### src/verilog/lefr_pkg.sv
// Constants shared by the link error, flood and retry block
package lefr_pkg;

  ////////////////////////////////////////////////////////////////////////////
  // Register offsets (byte addresses)
  localparam logic [7:0] CTRL_OFS   = 8'h00;
  localparam logic [7:0] ENABLE_OFS = 8'h04;
  localparam logic [7:0] STATUS_OFS = 8'h08;
  localparam logic [7:0] STATE_OFS  = 8'h0C;

  ////////////////////////////////////////////////////////////////////////////
  // Control register fields
  localparam int CTRL_SERR_EN    = 0;
  localparam int CTRL_BR_SERR_EN = 1;
  localparam int CTRL_RETRY_EN   = 2;
  localparam int CTRL_HOST       = 3;
  localparam int CTRL_BRIDGE     = 4;
  localparam int CTRL_WARM       = 8;
  localparam logic [4:0] CTRL_RST = 5'h00;

  ////////////////////////////////////////////////////////////////////////////
  // Error log index, shared by status and enable fields
  localparam int E_PROT  = 0;
  localparam int E_OVF   = 1;
  localparam int E_EOC   = 2;
  localparam int E_INB   = 3;
  localparam int E_RESP  = 4;
  localparam int E_CRC   = 5;
  localparam int E_SERR  = 6;
  localparam int E_UNREC = 7;
  localparam int FLOOD_LSB    = 0;
  localparam int FATAL_LSB    = 8;
  localparam int NONFATAL_LSB = 16;
  localparam logic [7:0]  FLOOD_MASK = 8'h23;
  localparam logic [7:0]  INTR_MASK  = 8'h77;
  localparam logic [7:0]  HOST_MASK  = 8'h48;
  localparam logic [23:0] ENABLE_RST = 24'h000000;
  localparam logic [7:0]  LOG_RST    = 8'h00;

  ////////////////////////////////////////////////////////////////////////////
  // Status and state register fields
  localparam int ST_CHAIN_FAIL = 8;
  localparam int ST_SIG_SERR   = 9;
  localparam int SV_FLOOD_LSB  = 0;
  localparam int SV_SYNC_LSB   = 2;
  localparam int SV_RETRY      = 4;
  localparam int SV_ACK0_LSB   = 8;
  localparam int SV_ACK1_LSB   = 16;

  ////////////////////////////////////////////////////////////////////////////
  // Link constants
  localparam logic [2:0] SYNC_COUNT = 3'h4;
  localparam logic [7:0] CRC_POLY   = 8'h07;
  localparam logic [7:0] CRC_INIT   = 8'hFF;
  localparam logic [7:0] ACK_RST    = 8'h00;
  localparam logic [7:0] ALL_ONES   = 8'hFF;

endpackage : lefr_pkg

### src/verilog/lefr_sync.sv
// Two-flop synchroniser for pins from outside the clock domain
`timescale 1ns/10ps
module lefr_sync #(
  parameter int WIDTH = 1
) (
  // Clock and reset
  input  wire logic             clk_in,
  input  wire logic             rst_n_in,
  // Data
  input  wire logic [WIDTH-1:0] d_in,
  output logic      [WIDTH-1:0] q_out
);

  logic [WIDTH-1:0] meta_ff;
  logic [WIDTH-1:0] q_ff;

  always_ff @(posedge clk_in) begin
    if (!rst_n_in) begin
      meta_ff <= '0;
      q_ff    <= '0;
    end else begin
      meta_ff <= d_in;
      q_ff    <= meta_ff;
    end
  end

  assign q_out = q_ff;

endmodule : lefr_sync

### src/verilog/lefr_crc8.sv
// Byte-serial CRC accumulator for one transmit lane group
`timescale 1ns/10ps
module lefr_crc8 (
  // Clock and reset
  input  wire logic       clk_in,
  input  wire logic       rst_n_in,
  // Control
  input  wire logic       clear_in,
  input  wire logic       en_in,
  input  wire logic [7:0] data_in,
  // Result
  output logic      [7:0] crc_out
);

  logic [7:0] crc_ff;
  logic [7:0] nxt_crc;

  function automatic logic [7:0] crc_step(input logic [7:0] c,
                                          input logic [7:0] d);
    logic [7:0] r;
    r = c ^ d;
    for (int i = 0; i < 8; i++) begin
      r = r[7] ? ((r << 1) ^ lefr_pkg::CRC_POLY) : (r << 1);
    end
    return r;
  endfunction : crc_step

  assign nxt_crc = clear_in ? lefr_pkg::CRC_INIT :
                   en_in    ? crc_step(crc_ff, data_in) : crc_ff;

  always_ff @(posedge clk_in) begin
    if (!rst_n_in) begin
      crc_ff <= lefr_pkg::CRC_INIT;
    end else begin
      crc_ff <= nxt_crc;
    end
  end

  assign crc_out = crc_ff;

endmodule : lefr_crc8

### src/verilog/lefr_top.sv
// Link error handling: sync flood, error routing, retry mode and stomping
`timescale 1ns/10ps

//
// Function
// RL1 - Flooding drives all lanes to ones
// RL2 - Sync seen after init floods every transmitter
// RL3 - Flooding holds until warm reset
// RL4 - Error status survives warm reset
// RL5 - No CRC generated or checked while flooding
// RL6 - Any flooding device sets chain fail
// RL7 - Initiation needs SERR enable, sets signaled error
// RL8 - Bridge notes secondary flood not its own
// RL9 - Secondary flood upward needs both enables
// RL10 - Propagation within chain needs no enable
// RL11 - Bridge floods secondary always, also internally
// RL12 - Log bits route to flood, fatal, nonfatal
// RL13 - Host-only errors reserved in slaves
// RL14 - Retry mode checks CRC, bad packet retries
// RL15 - NOPs carry count of good packets
// RL16 - Exhausted retries raise enabled notification
// RL17 - Retry mode disables periodic CRC
// RL18 - Retry mode changes only at warm reset
// RL19 - Software matches retry enable both ends
// RL20 - Stomped packet sends inverted CRC
// RL21 - Speculative forward only on retry links
// RL22 - Stomped packet dropped quietly, credits freed
// RL23 - Four sync packets before acting on flood
module lefr_top (
  // Clock and reset
  input  wire logic            clk_in,
  input  wire logic            rst_n_in,
  // APB slave
  input  wire logic [7:0]      paddr_in,
  input  wire logic            psel_in,
  input  wire logic            penable_in,
  input  wire logic            pwrite_in,
  input  wire logic [31:0]     pwdata_in,
  output logic      [31:0]     prdata_out,
  output logic                 pready_out,
  output logic                 pslverr_out,
  // Link pins, link 0 primary, link 1 secondary
  input  wire logic            link_clk_in,
  input  wire logic [1:0][7:0] command_address_data_lanes_in,
  input  wire logic [1:0]      control_lane_in,
  output logic      [1:0][7:0] command_address_data_lanes_out,
  output logic      [1:0]      control_lane_out,
  // Transmit stream from packet engine
  input  wire logic [1:0]      link_init_done_in,
  input  wire logic [1:0][7:0] tx_byte_in,
  input  wire logic [1:0]      tx_ctl_in,
  input  wire logic [1:0]      tx_crc_slot_in,
  input  wire logic [1:0]      tx_stomp_in,
  input  wire logic [1:0]      tx_info_in,
  // Speculative forwarding checks
  input  wire logic [1:0]      fwd_valid_cmd_in,
  input  wire logic [1:0]      fwd_credit_in,
  input  wire logic [1:0]      fwd_in_time_in,
  output logic      [1:0]      spec_fwd_ok_out,
  // Received packet checks
  input  wire logic [1:0]      rx_pkt_end_in,
  input  wire logic [1:0]      rx_info_in,
  input  wire logic [1:0][7:0] rx_crc_rcv_in,
  input  wire logic [1:0][7:0] rx_crc_calc_in,
  output logic      [1:0]      rx_accept_out,
  output logic      [1:0]      retry_req_out,
  output logic      [1:0]      credit_free_out,
  output logic      [1:0][7:0] nop_ack_out,
  // Error events
  input  wire logic            err_prot_in,
  input  wire logic            err_ovf_in,
  input  wire logic            err_eoc_in,
  input  wire logic            err_inb_eoc_in,
  input  wire logic            err_resp_in,
  input  wire logic            internal_err_in,
  input  wire logic            retry_exhausted_in,
  // Reporting
  output logic                 fatal_out,
  output logic                 nonfatal_out,
  output logic                 periodic_crc_en_out
);

  ////////////////////////////////////////////////////////////////////////////
  // Registers
  logic [4:0]  ctrl_ff;
  logic [23:0] enable_ff;
  logic [7:0]  log_ff;
  logic        chain_fail_ff;
  logic        sig_serr_ff;
  logic        warm_ff;
  logic        retry_active_ff;
  logic        sec_self_ff;
  logic [1:0]  flood_ff;
  logic [31:0] prdata_ff;
  logic        pready_ff;
  logic        pslverr_ff;
  logic        fatal_ff;
  logic        nonfatal_ff;
  logic        pcrc_en_ff;
  logic        lclk_d_ff;

  // Per-link state
  logic [2:0]  sync_cnt_ff  [2];
  logic        sync_det_ff  [2];
  logic [7:0]  tx_cad_ff    [2];
  logic        tx_ctl_ff    [2];
  logic [7:0]  ack_ff       [2];
  logic        accept_ff    [2];
  logic        retry_req_ff [2];
  logic        credit_ff    [2];
  logic        spec_ok_ff   [2];

  ////////////////////////////////////////////////////////////////////////////
  // Pin synchronisation and link clock edge
  logic [18:0] pins_s;
  logic        lclk_s;
  logic        lclk_rise;

  lefr_sync #(.WIDTH(19)) u_sync (
    .clk_in   (clk_in),
    .rst_n_in (rst_n_in),
    .d_in     ({link_clk_in, control_lane_in,
                command_address_data_lanes_in}),
    .q_out    (pins_s)
  );

  assign lclk_s    = pins_s[18];
  assign lclk_rise = lclk_s & ~lclk_d_ff;

  ////////////////////////////////////////////////////////////////////////////
  // APB decode
  logic        setup;
  logic        wr_ctrl;
  logic        wr_enable;
  logic        wr_status;
  logic        mapped;
  logic [31:0] rd_data;
  logic        host;
  logic        bridge;
  logic        serr_en;

  assign setup     = psel_in & ~penable_in;
  assign mapped    = (paddr_in == lefr_pkg::CTRL_OFS) |
                     (paddr_in == lefr_pkg::ENABLE_OFS) |
                     (paddr_in == lefr_pkg::STATUS_OFS) |
                     (paddr_in == lefr_pkg::STATE_OFS);
  assign wr_ctrl   = setup & pwrite_in & (paddr_in == lefr_pkg::CTRL_OFS);
  assign wr_enable = setup & pwrite_in & (paddr_in == lefr_pkg::ENABLE_OFS);
  assign wr_status = setup & pwrite_in & (paddr_in == lefr_pkg::STATUS_OFS);
  assign host      = ctrl_ff[lefr_pkg::CTRL_HOST];
  assign bridge    = ctrl_ff[lefr_pkg::CTRL_BRIDGE];
  assign serr_en   = ctrl_ff[lefr_pkg::CTRL_SERR_EN];

  // Host-only bits read as zero in slaves
  logic [7:0]  res_mask;
  logic [23:0] enable_vis;
  assign res_mask   = host ? 8'hFF : ~lefr_pkg::HOST_MASK; // RL13
  assign enable_vis = enable_ff & {3{res_mask}};

  assign rd_data =
    (paddr_in == lefr_pkg::CTRL_OFS)   ? {27'h0, ctrl_ff} :
    (paddr_in == lefr_pkg::ENABLE_OFS) ? {8'h00, enable_vis} :
    (paddr_in == lefr_pkg::STATUS_OFS) ?
      {22'h0, sig_serr_ff, chain_fail_ff, log_ff} :
    (paddr_in == lefr_pkg::STATE_OFS)  ?
      {8'h00, ack_ff[1], ack_ff[0], 3'h0, retry_active_ff,
       sync_det_ff[1], sync_det_ff[0], flood_ff} :
    32'h0000_0000;

  always_ff @(posedge clk_in) begin
    if (!rst_n_in) begin
      pready_ff  <= 1'b0;
      pslverr_ff <= 1'b0;
      prdata_ff  <= 32'h0000_0000;
    end else begin
      pready_ff  <= setup;
      pslverr_ff <= setup & ~mapped;
      prdata_ff  <= (setup & ~pwrite_in) ? rd_data : 32'h0000_0000;
    end
  end

  ////////////////////////////////////////////////////////////////////////////
  // Per-link receive, transmit and packet checks
  logic [1:0] sync_new;
  logic [1:0] crc_bad;
  logic [1:0] crc_bad_ev;

  for (genvar l = 0; l < 2; l++) begin : g_link
    logic       all_ones;
    logic [2:0] nxt_cnt;
    logic [7:0] crc;
    logic       slot;
    logic       stomp;
    logic       stomped;
    logic       good;
    logic [7:0] nxt_cad;

    // Count only on a live link, so a flood seen before init restarts at 0
    assign all_ones = (pins_s[l*8 +: 8] == lefr_pkg::ALL_ONES) &
                      pins_s[16 + l] & link_init_done_in[l]; // RL2
    assign nxt_cnt  = ~all_ones ? 3'h0 :
                      (sync_cnt_ff[l] == lefr_pkg::SYNC_COUNT) ?
                      sync_cnt_ff[l] : sync_cnt_ff[l] + 3'h1;
    // Act only after four consecutive sync samples on a live link
    assign sync_new[l] = lclk_rise & link_init_done_in[l] & // RL2
                         (nxt_cnt == lefr_pkg::SYNC_COUNT); // RL23

    always_ff @(posedge clk_in) begin
      if (!rst_n_in || warm_ff) begin
        sync_cnt_ff[l] <= 3'h0;
        sync_det_ff[l] <= 1'b0;
      end else begin
        sync_cnt_ff[l] <= lclk_rise ? nxt_cnt : sync_cnt_ff[l];
        sync_det_ff[l] <= sync_det_ff[l] | sync_new[l];
      end
    end

    // Transmit: stomp only non-info packets on retry links
    assign slot  = tx_crc_slot_in[l];
    assign stomp = tx_stomp_in[l] & ~tx_info_in[l] & retry_active_ff; // RL21
    assign nxt_cad = flood_ff[l] ? lefr_pkg::ALL_ONES : // RL1
                     ~slot       ? tx_byte_in[l] :
                     stomp       ? ~crc : crc; // RL20

    lefr_crc8 u_crc (
      .clk_in   (clk_in),
      .rst_n_in (rst_n_in),
      .clear_in (lclk_rise & slot),
      .en_in    (lclk_rise & ~slot & ~flood_ff[l]), // RL5
      .data_in  (tx_byte_in[l]),
      .crc_out  (crc)
    );

    always_ff @(posedge clk_in) begin
      if (!rst_n_in) begin
        tx_cad_ff[l] <= 8'h00;
        tx_ctl_ff[l] <= 1'b0;
      end else if (lclk_rise) begin
        tx_cad_ff[l] <= nxt_cad;
        tx_ctl_ff[l] <= flood_ff[l] | tx_ctl_in[l]; // RL1
      end
    end

    // Receive: per-packet check in retry mode, none once sync is seen
    assign stomped = retry_active_ff & ~rx_info_in[l] &
                     (rx_crc_rcv_in[l] == ~rx_crc_calc_in[l]);
    assign crc_bad[l] = retry_active_ff & ~sync_det_ff[l] & ~stomped &
                        (rx_crc_rcv_in[l] != rx_crc_calc_in[l]); // RL5
    assign good = ~sync_det_ff[l] & ~stomped & ~crc_bad[l];
    assign crc_bad_ev[l] = rx_pkt_end_in[l] & crc_bad[l];

    always_ff @(posedge clk_in) begin
      if (!rst_n_in) begin
        accept_ff[l]    <= 1'b0;
        retry_req_ff[l] <= 1'b0;
        credit_ff[l]    <= 1'b0;
        spec_ok_ff[l]   <= 1'b0;
      end else begin
        accept_ff[l]    <= rx_pkt_end_in[l] & good;
        retry_req_ff[l] <= crc_bad_ev[l]; // RL14
        credit_ff[l]    <= rx_pkt_end_in[l] & stomped; // RL22
        spec_ok_ff[l]   <= retry_active_ff & ~flood_ff[l] &
                           fwd_valid_cmd_in[l] & fwd_credit_in[l] &
                           fwd_in_time_in[l]; // RL21
      end
    end

    // Count of good non-info packets carried by each NOP
    always_ff @(posedge clk_in) begin
      if (!rst_n_in || warm_ff) begin
        ack_ff[l] <= lefr_pkg::ACK_RST;
      end else if (rx_pkt_end_in[l] & good & ~rx_info_in[l] &
                   retry_active_ff) begin
        ack_ff[l] <= ack_ff[l] + 8'h01; // RL15
      end
    end

    assign command_address_data_lanes_out[l] = tx_cad_ff[l];
    assign control_lane_out[l] = tx_ctl_ff[l];
    assign nop_ack_out[l]      = ack_ff[l];
    assign rx_accept_out[l]    = accept_ff[l];
    assign retry_req_out[l]    = retry_req_ff[l];
    assign credit_free_out[l]  = credit_ff[l];
    assign spec_fwd_ok_out[l]  = spec_ok_ff[l];
  end

  ////////////////////////////////////////////////////////////////////////////
  // Error logging and routing
  logic [7:0] log_set;
  logic [7:0] route;
  logic [7:0] flood_en;
  logic [7:0] fatal_en;
  logic [7:0] nonfatal_en;
  logic       flood_req;
  logic       initiate;
  logic       sec_up;
  logic [1:0] nxt_flood;

  assign log_set = {retry_exhausted_in, // RL16
                    bridge & sync_new[1] & ~sec_self_ff, // RL8
                    |crc_bad_ev, err_resp_in, err_inb_eoc_in,
                    err_eoc_in, err_ovf_in, err_prot_in} & res_mask; // RL13
  // In retry mode the checksum enables serve unrecoverable errors
  assign route = retry_active_ff ?
                 {1'b0, log_ff[6], log_ff[7], log_ff[4:0]} :
                 {1'b0, log_ff[6:0]}; // RL17
  assign flood_en    = enable_vis[lefr_pkg::FLOOD_LSB +: 8];
  assign fatal_en    = enable_vis[lefr_pkg::FATAL_LSB +: 8];
  assign nonfatal_en = enable_vis[lefr_pkg::NONFATAL_LSB +: 8];
  assign flood_req   = |(route & flood_en & lefr_pkg::FLOOD_MASK); // RL12
  assign initiate    = flood_req & serr_en & ~flood_ff[0]; // RL7
  assign sec_up      = sync_new[1] & ctrl_ff[lefr_pkg::CTRL_BR_SERR_EN] &
                       serr_en; // RL9
  // Plain devices flood everywhere, bridges gate the upward direction
  assign nxt_flood[0] = flood_ff[0] | initiate | sync_new[0] |
                        (bridge ? sec_up : sync_new[1]); // RL10
  assign nxt_flood[1] = flood_ff[1] | initiate | sync_new[0] |
                        sync_new[1] | (bridge & internal_err_in); // RL11

  always_ff @(posedge clk_in) begin
    if (!rst_n_in || warm_ff) begin
      flood_ff    <= 2'b00;
      sec_self_ff <= 1'b0;
    end else begin
      flood_ff    <= nxt_flood; // RL3
      sec_self_ff <= sec_self_ff | initiate | (bridge & internal_err_in);
    end
  end

  // Status is sticky: only cold reset or write-one-to-clear, set wins
  always_ff @(posedge clk_in) begin
    if (!rst_n_in) begin
      log_ff        <= lefr_pkg::LOG_RST;
      chain_fail_ff <= 1'b0;
      sig_serr_ff   <= 1'b0;
    end else begin
      log_ff        <= (log_ff & ~({8{wr_status}} & pwdata_in[7:0])) |
                       log_set; // RL4
      chain_fail_ff <= (chain_fail_ff &
                        ~(wr_status & pwdata_in[lefr_pkg::ST_CHAIN_FAIL])) |
                       (|flood_ff); // RL6
      sig_serr_ff   <= (sig_serr_ff &
                        ~(wr_status & pwdata_in[lefr_pkg::ST_SIG_SERR])) |
                       initiate; // RL7
    end
  end

  ////////////////////////////////////////////////////////////////////////////
  // Control, warm reset and retry mode
  always_ff @(posedge clk_in) begin
    if (!rst_n_in) begin
      ctrl_ff   <= lefr_pkg::CTRL_RST;
      enable_ff <= lefr_pkg::ENABLE_RST;
      warm_ff   <= 1'b0;
    end else begin
      ctrl_ff   <= wr_ctrl ? pwdata_in[4:0] : ctrl_ff;
      enable_ff <= wr_enable ? pwdata_in[23:0] : enable_ff;
      warm_ff   <= wr_ctrl & pwdata_in[lefr_pkg::CTRL_WARM];
    end
  end

  // Mode follows the enable only at warm reset, never at link stop
  always_ff @(posedge clk_in) begin
    if (!rst_n_in) begin
      retry_active_ff <= 1'b0;
    end else if (warm_ff) begin
      retry_active_ff <= ctrl_ff[lefr_pkg::CTRL_RETRY_EN]; // RL18
    end
  end

  always_ff @(posedge clk_in) begin
    if (!rst_n_in) begin
      fatal_ff    <= 1'b0;
      nonfatal_ff <= 1'b0;
      pcrc_en_ff  <= 1'b0;
      lclk_d_ff   <= 1'b0;
    end else begin
      fatal_ff    <= |(route & fatal_en & lefr_pkg::INTR_MASK); // RL12
      nonfatal_ff <= |(route & nonfatal_en & lefr_pkg::INTR_MASK);
      pcrc_en_ff  <= ~retry_active_ff & ~(|flood_ff); // RL17
      lclk_d_ff   <= lclk_s;
    end
  end

  assign prdata_out          = prdata_ff;
  assign pready_out          = pready_ff;
  assign pslverr_out         = pslverr_ff;
  assign fatal_out           = fatal_ff;
  assign nonfatal_out        = nonfatal_ff;
  assign periodic_crc_en_out = pcrc_en_ff;
endmodule : lefr_top

### config.mk
export PLATFORM = sky130hd
export DESIGN_NAME = lefr_top
export DESIGN_NICKNAME = d
export VERILOG_FILES = /design/src/verilog/lefr_pkg.sv /design/src/verilog/lefr_sync.sv /design/src/verilog/lefr_crc8.sv /design/src/verilog/lefr_top.sv
export SDC_FILE = /design/constraint.sdc
export NUM_CORES = 1
export LEC_CHECK = 0
export BUFFER_PORTS_ARGS = -buffer_cell sky130_fd_sc_hd__buf_2
export CORE_UTILIZATION = 55
export DETAILED_ROUTE_END_ITERATION = 7
export PLACE_DENSITY = 0.87
export SETUP_SLACK_MARGIN = 0.02
export SLEW_MARGIN = 25
export SYNTH_ARGS = -nofsm -noshare
export SYNTH_HDL_FRONTEND = slang
export SYNTH_HIERARCHICAL = 1
export SYNTH_SLANG_ARGS = --single-unit
### constraint.sdc
create_clock -name clk_in -period 4.54 [get_ports clk_in]
set_input_delay 0.908 -clock clk_in [delete_from_list [all_inputs] [get_ports clk_in]]
set_output_delay 0.908 -clock clk_in [all_outputs]
set_load 0.02 [all_outputs]
==> impl_metrics.tcl, run 1 <==
set metrics [dict create \
    post_cts_buffers 0 \
    grt_pass1_vias 6066 \
    power_frac_seq_pct 46.8 \
    wl_met2_mm 9.34 \
    initial_core_util_pct 56.9 \
    portBuffers 201 \
    route.detailed.drc 0 \
    htree_num_levels 4 \
    wl_per_cell_um 16.1 \
    synth_ff_type "dfxtp_1" \
    fin_crit_ns 2.60 \
    path_clk_slew_ns 0.06 \
    setup-tns-final_ns 0 \
    highest_layer "met5" \
    layout_commonest_cell "buf_2" \
    final_cell_mix "201 x buf_2, 145 x dfxtp_1, 99 x nor2_1" \
    crit_fanout 8 \
    finalNetCount 1137 \
    gp_congestion 0.853 \
    fin_worst_skew_ns 0.00943 \
    wl_met1_mm 7.56 \
    vias 6572 \
    synth_warnings 6 \
    drv_cap 0 \
    syn_area_per_cell_sq_um 9.76 \
    synth_edf_count 33 \
    cts_hold_buf 0 \
    drv_slew 0 \
    rsz0062_at_grt "false" \
    dieHeight_um 122 \
    numCtsBuffers 17 \
    ir_drop_v 0.000264 \
    grt_use_total_pct 26.2 \
    finalWirelength_mm 19.1 \
    worst_ep_arrival_time_ns 2.66 \
    fp.dieW_um 122 \
    synthCells 816 \
    firstDrtPassIters 5 \
    power_per_cell_area_nw_per_um2 373 \
    cts_sinks 178 \
    worstMarginPinSlew_ns 1.00 \
    outcome "finished, final reports clean" \
    dieArea_sq_um 15000 \
    nFillCells 1109 \
    wl_met3_mm 1.57 \
    grt_pass1_wl_mm 29.8 \
    clk_latency_ns 0.44 \
    critPathKind "input port to flip-flop" \
    grt_max_degree 53 \
    dp_hpwl_mm 13.0 \
    final_cell_area_sq_um 9590 \
    utilization_pct 68.5 \
    synth-seq-cells 178 \
    power_leakage_uw 0.00401 \
    drt-vias-per-instance 5.54 \
    ant_nets 0 \
    setup_viol 0 \
    area_delta_synth_final_pct 20.4 \
    drtIter0Drc 509 \
    drive_above_1_share_pct 25.4 \
    cts_resized 0 \
    post_synth_num_cell_types 58 \
    cts_tree "done" \
    hold_viol_final 0 \
    yosysSeqAreaShare_pct 48.9 \
    clkPwrFrac_pct 44.1 \
    end_kind "flip-flop" \
    synthArstFlopShare_pct 0 \
    cts_max_path_buffers 2 \
    switching_share_pct 23.9 \
    required_ns 4.60 \
    fmax_mhz 385 \
    p_int_uw 2720 \
    p_switching_uw 856 \
    antenna_found_initial 2 \
    gr-total-overflow 0 \
    netlist_area_sq_um 7960 \
    max_slew_margin_pct 33.1 \
    setup.worst_path.start_class "input port" \
    fp.coreArea_sq_um 14000 \
    rows 43 \
    power.total_uw 3580 \
    cts_root_buf "clkbuf_16" \
    min_period_over_period_pct 57.2 \
    pin_count 218 \
    combPwrFrac_pct 9.0 \
    place_area_sq_um 8930 \
    holdCritPathClass "flip-flop to flip-flop" \
]
-- logic make-up after synthesis --
logic type / after synthesis / synth area share (%)
other: 1 / 0.0471
AOI/OAI and AO/OA: 120 / 9.65
DFF: 178 / 48.9
muxes: 13 / 2.12
adders and majority gates: 6 / 0.943
xor gates and xnor gates: 86 / 12.1
and+or+nand+nor: 341 / 21.5
buffers and inverters: 71 / 4.70
-- power by group through the flow --
stage          sequential [uW]  clock [uW]  combinational [uW]
2_1_floorplan             1720           0                 196
3_3_place_gp              1710           0                 310
3_5_place_dp              1710           0                 318
4_1_cts                   1670        1600                 322
5_1_grt                   1680        1660                 352
6_report                  1670        1580                 324
-- registers in the layout, indices dropped and copies added (netlist names), 2 cells and up --
register / count
g_link.u_crc/crc_out: 16
ctrl_ff: 5
tx_cad_ff: 16
log_ff: 8
u_sync/q_out: 19
enable_ff: 24
sync_cnt_ff: 6
spec_ok_ff: 2
tx_ctl_ff: 2
retry_req_ff: 2
prdata_out: 24
flood_ff: 2
ack_ff: 16
accept_ff: 2
sync_det_ff: 2
credit_ff: 2
u_sync/meta_ff: 19
-- stage by stage --
step | setup slack (ns) | cells | hold WS, ns
after CTS | 1.66 | 1184 | 0.434
after floorplan | 1.66 | 823 | 0.412
after global placement | 1.30 | 1152 | 0.414
after global routing | 1.83 | 1186 | 0.443
final | 1.94 | 1186 | 0.435
after detailed placement | 1.20 | 1152 | 0.418
-- worst max-delay path, stage by stage --
cell and delay [ns]:
buf_2 0.10, xor2_1 0.16, or4_1 0.54, o21ai_1 0.23
nand2_1 0.12, o21ai_1 0.60
-- layout make-up --
type                            count  area [sq um]  share of cell area, %
Antenna cell                        1          2.50                 0.0261
Timing Repair Buffer              206          1050                   10.9
Multi-Input combinational cell    574          3720                   38.8
Sequential cell                   178          3890                   40.6
Inverter                           15          56.3                  0.587
Tap cell                          180           225                   2.35
Clock buffer                       18           450                   4.70
Clock inverter                     14           189                   1.97
-- synthesized netlist by cell type, types with 5 or more instances --
library cell / instances / area share [%]
dfxtp_1: 145 / 36
nor2_1: 99 / 4.7
nand2_1: 84 / 4.0
and2_1: 42 / 3.3
xor2_1: 41 / 4.5
a21oi_1: 40 / 2.5
edfxtp_1: 33 / 12
xnor2_1: 27 / 3.0
clkbuf_1: 24 / 1.1
a22oi_1: 19 / 1.8
buf_4: 18 / 1.7
a211oi_1: 17 / 1.6
o21ai_0: 17 / 1.1
nand3b_1: 16 / 1.5
nand3_1: 15 / 0.94
nor3_1: 15 / 0.94
nor2b_1: 14 / 1.1
inv_1: 12 / 0.57
nand4_1: 11 / 0.86
xnor3_1: 10 / 2.8
mux2i_1: 9 / 1.1
and3_1: 8 / 0.63
buf_2: 7 / 0.44
nand2b_1: 7 / 0.55
nor4_1: 7 / 0.55
ha_1: 6 / 0.94
xnor2_2: 6 / 1.2
nor3b_1: 5 / 0.47
or4_1: 5 / 0.47
-- path summary, 6_finish.rpt --
check,cells after the start,start,slack (ns),endpoint
max reg2reg,5,retry_active_ff,2.20,flood_ff[1]
min,1,u_sync/meta_ff[0],0.44,u_sync/q_out[0]
max,6,rx_crc_calc_in[7],1.94,ack_ff[0][5]
min reg2reg,1,u_sync/meta_ff[0],0.44,u_sync/q_out[0]
-- per-layer routing --
| layer | global-route usage (%) | vias up |
|---|---|---|
| met2 | 44.7 | 306 |
| met1 | 30.6 | 3073 |
| met5 | 0 | - |
| met4 | 13.3 | 2 |
| li1 | - | 3143 |
| met3 | 6.46 | 48 |
Note: power is estimated with default switching activity, not from simulation.
==> run 2, diff against run 1 <==
Settings changed: CORE_UTILIZATION 55 to 53, PLACE_DENSITY 0.87 to 0.85.
Clock period 4.54 ns to 2.6 ns, I/O delays scaled along.
==> run 2 against run 1 <==
Compared with the run above: final area is 0.86% higher; total power is 70% higher; first-iteration DRC count is 22% lower; cell count is 1.6% higher; critical path type is now flip-flop to flip-flop; largest cell class unchanged; highest routed layer is now met4.
==> impl_metrics.tcl, run 2 (same netlist as run 1, synthesis figures left out) <==
set metrics [dict create \
    outcome "finished, final reports clean" \
    cts_hold_buf 0 \
    ant_nets 0 \
    grt_util_met2_pct 40.9 \
    rows 44 \
    post_cts_buffers 0 \
    drv_cap 0 \
    initial_core_util_pct 54.6 \
    min_period_over_period_pct 81.9 \
    final_cell_mix "201 x buf_2, 145 x dfxtp_1, 99 x nor2_1" \
    clk_latency_ns 0.42 \
    cts_tree "done" \
    firstDrtPassIters 5 \
    slowest_delay_ns 0.66 \
    p_switching_uw 1430 \
    holdCritPathClass "input port to flip-flop" \
    antenna_found_initial 0 \
    dieArea_sq_um 15500 \
    cts_resized 0 \
    dp_hpwl_mm 13.4 \
    power_per_cell_area_nw_per_um2 627 \
    pin_count 218 \
    clkPwrFrac_pct 42.5 \
    worst_path_max_delay_cell "dfxtp_1" \
    numCtsBuffers 17 \
    worst_ep_arrival_time_ns 2.44 \
    gp_congestion 0.855 \
    dieHeight_um 125 \
    drtIter0Drc 397 \
    power_frac_seq_pct 48.2 \
    grt_max_degree 44 \
    fin_worst_skew_ns 0.00879 \
    wl_per_cell_um 15.3 \
    path_clk_slew_ns 0.07 \
    cp_cell_sequence "mux2_2 -> a222oi_1 -> nand2b_1 -> o21ai_0 -> o41a_1" \
    worstMarginPinSlew_ns 0.594 \
    drt-vias-per-instance 5.36 \
    ir_drop_v 0.000535 \
    drive_above_1_share_pct 26.4 \
    fin_crit_ns 2.13 \
    seqCellArea_sq_um 3890 \
    grt_pass1_vias 6187 \
    cts_root_buf "clkbuf_16" \
    fmax_mhz 469 \
    max_slew_margin_pct 60.3 \
    grt_use_total_pct 24.4 \
    finalNetCount 1153 \
    combPwrFrac_pct 9.3 \
    power_leakage_uw 0.00405 \
    critPathKind "flip-flop to flip-flop" \
    fp.dieW_um 125 \
    grt.met1_usage_pct 29.7 \
    required_ns 2.91 \
    met3_usage_pct 5.33 \
    route.detailed.drc 0 \
    finalWirelength_mm 18.5 \
    nFillCells 1141 \
    multi_input_area_sq_um 3720 \
    setup.worst_path.start_class "flip-flop" \
    vias 6462 \
    cts_sinks 178 \
    setup-tns-final_ns 0 \
    hold_viol_final 0 \
    fp.coreArea_sq_um 14600 \
    critPathTopFamily "compound AO/OA/AOI/OAI gates" \
    end_kind "flip-flop" \
    grt_pass1_wl_mm 30.2 \
    gr-total-overflow 0 \
    drv_slew 0 \
    p_int_uw 4630 \
    rsz0062_at_grt "false" \
    n_antenna_cell 0 \
    htree_num_levels 4 \
    crit_buf_inv 0 \
    switching_share_pct 23.6 \
    setup_viol 0 \
    layout_commonest_cell "buf_2" \
    utilization_pct 66.3 \
    crit_fanout 9 \
    portBuffers 201 \
    cts_max_path_buffers 2 \
    top_usage_layer "met2" \
    area_delta_synth_final_pct 21.4 \
]
## run 2: cell count changes in the layout (fill, tap and decap cells not counted), sizes merged
cell | previous run | this run
clkinv | 5 | 8
clkinvlp | 0 | 5
bufinv | 3 | 2
buf | 206 | 222
inv | 21 | 14
diode | 1 | 0
## run 2: layout make-up
cell class / count / share of cell area [%]
clock buffers: 18 / 4.66
clock inverters: 14 / 1.58
inverters: 15 / 0.582
multi-input cells: 574 / 38.5
flip-flops and latches: 178 / 40.3
well taps: 184 / 2.38
repair buffers: 222 / 12.0
## run 2: metal layers
layer	vias up	part of all wire (%)
met5	-	0
met4	0	2.9
li1	3186	-
met2	232	49
met3	42	5.4
met1	3002	42
## run 2: metrics by stage
| step | setup WS [ns] | hold WS (ns) | std cells | area, sq um | power (uW) |
|---|---|---|---|---|---|
| 6_report | 0.470 | 0.295 | 1205 | 9670 | 6060 |
| 5_1_grt | 0.355 | 0.294 | 1205 | 9670 | 6280 |
| 4_1_cts | 0.491 | 0.282 | 1205 | 9670 | 6100 |
| 3_5_place_dp | 0.278 | 0.418 | 1173 | 9070 | 3550 |
| 3_3_place_gp | 0.306 | 0.414 | 1173 | 9070 | 3530 |
| 2_1_floorplan | 0.107 | 0.412 | 823 | 7990 | 3350 |
## run 2: final timing paths
check,from,to,slack [ns],cells after the start
setup / recovery,retry_active_ff,flood_ff[1],0.47,5
hold / removal,control_lane_in[1],u_sync/meta_ff[17],0.30,2
setup reg to reg,retry_active_ff,flood_ff[1],0.47,5
hold reg to reg,u_sync/meta_ff[2],u_sync/q_out[2],0.43,1
## run 2: power by group through the flow
| stage | clock (uW) | sequential [uW] | combinational (uW) |
|---|---|---|---|
| after global placement | 0 | 2980 | 546 |
| final | 2570 | 2920 | 566 |
| after floorplan | 0 | 3000 | 343 |
| after detailed placement | 0 | 2980 | 560 |
| after global routing | 2730 | 2930 | 615 |
| after CTS | 2610 | 2920 | 566 |
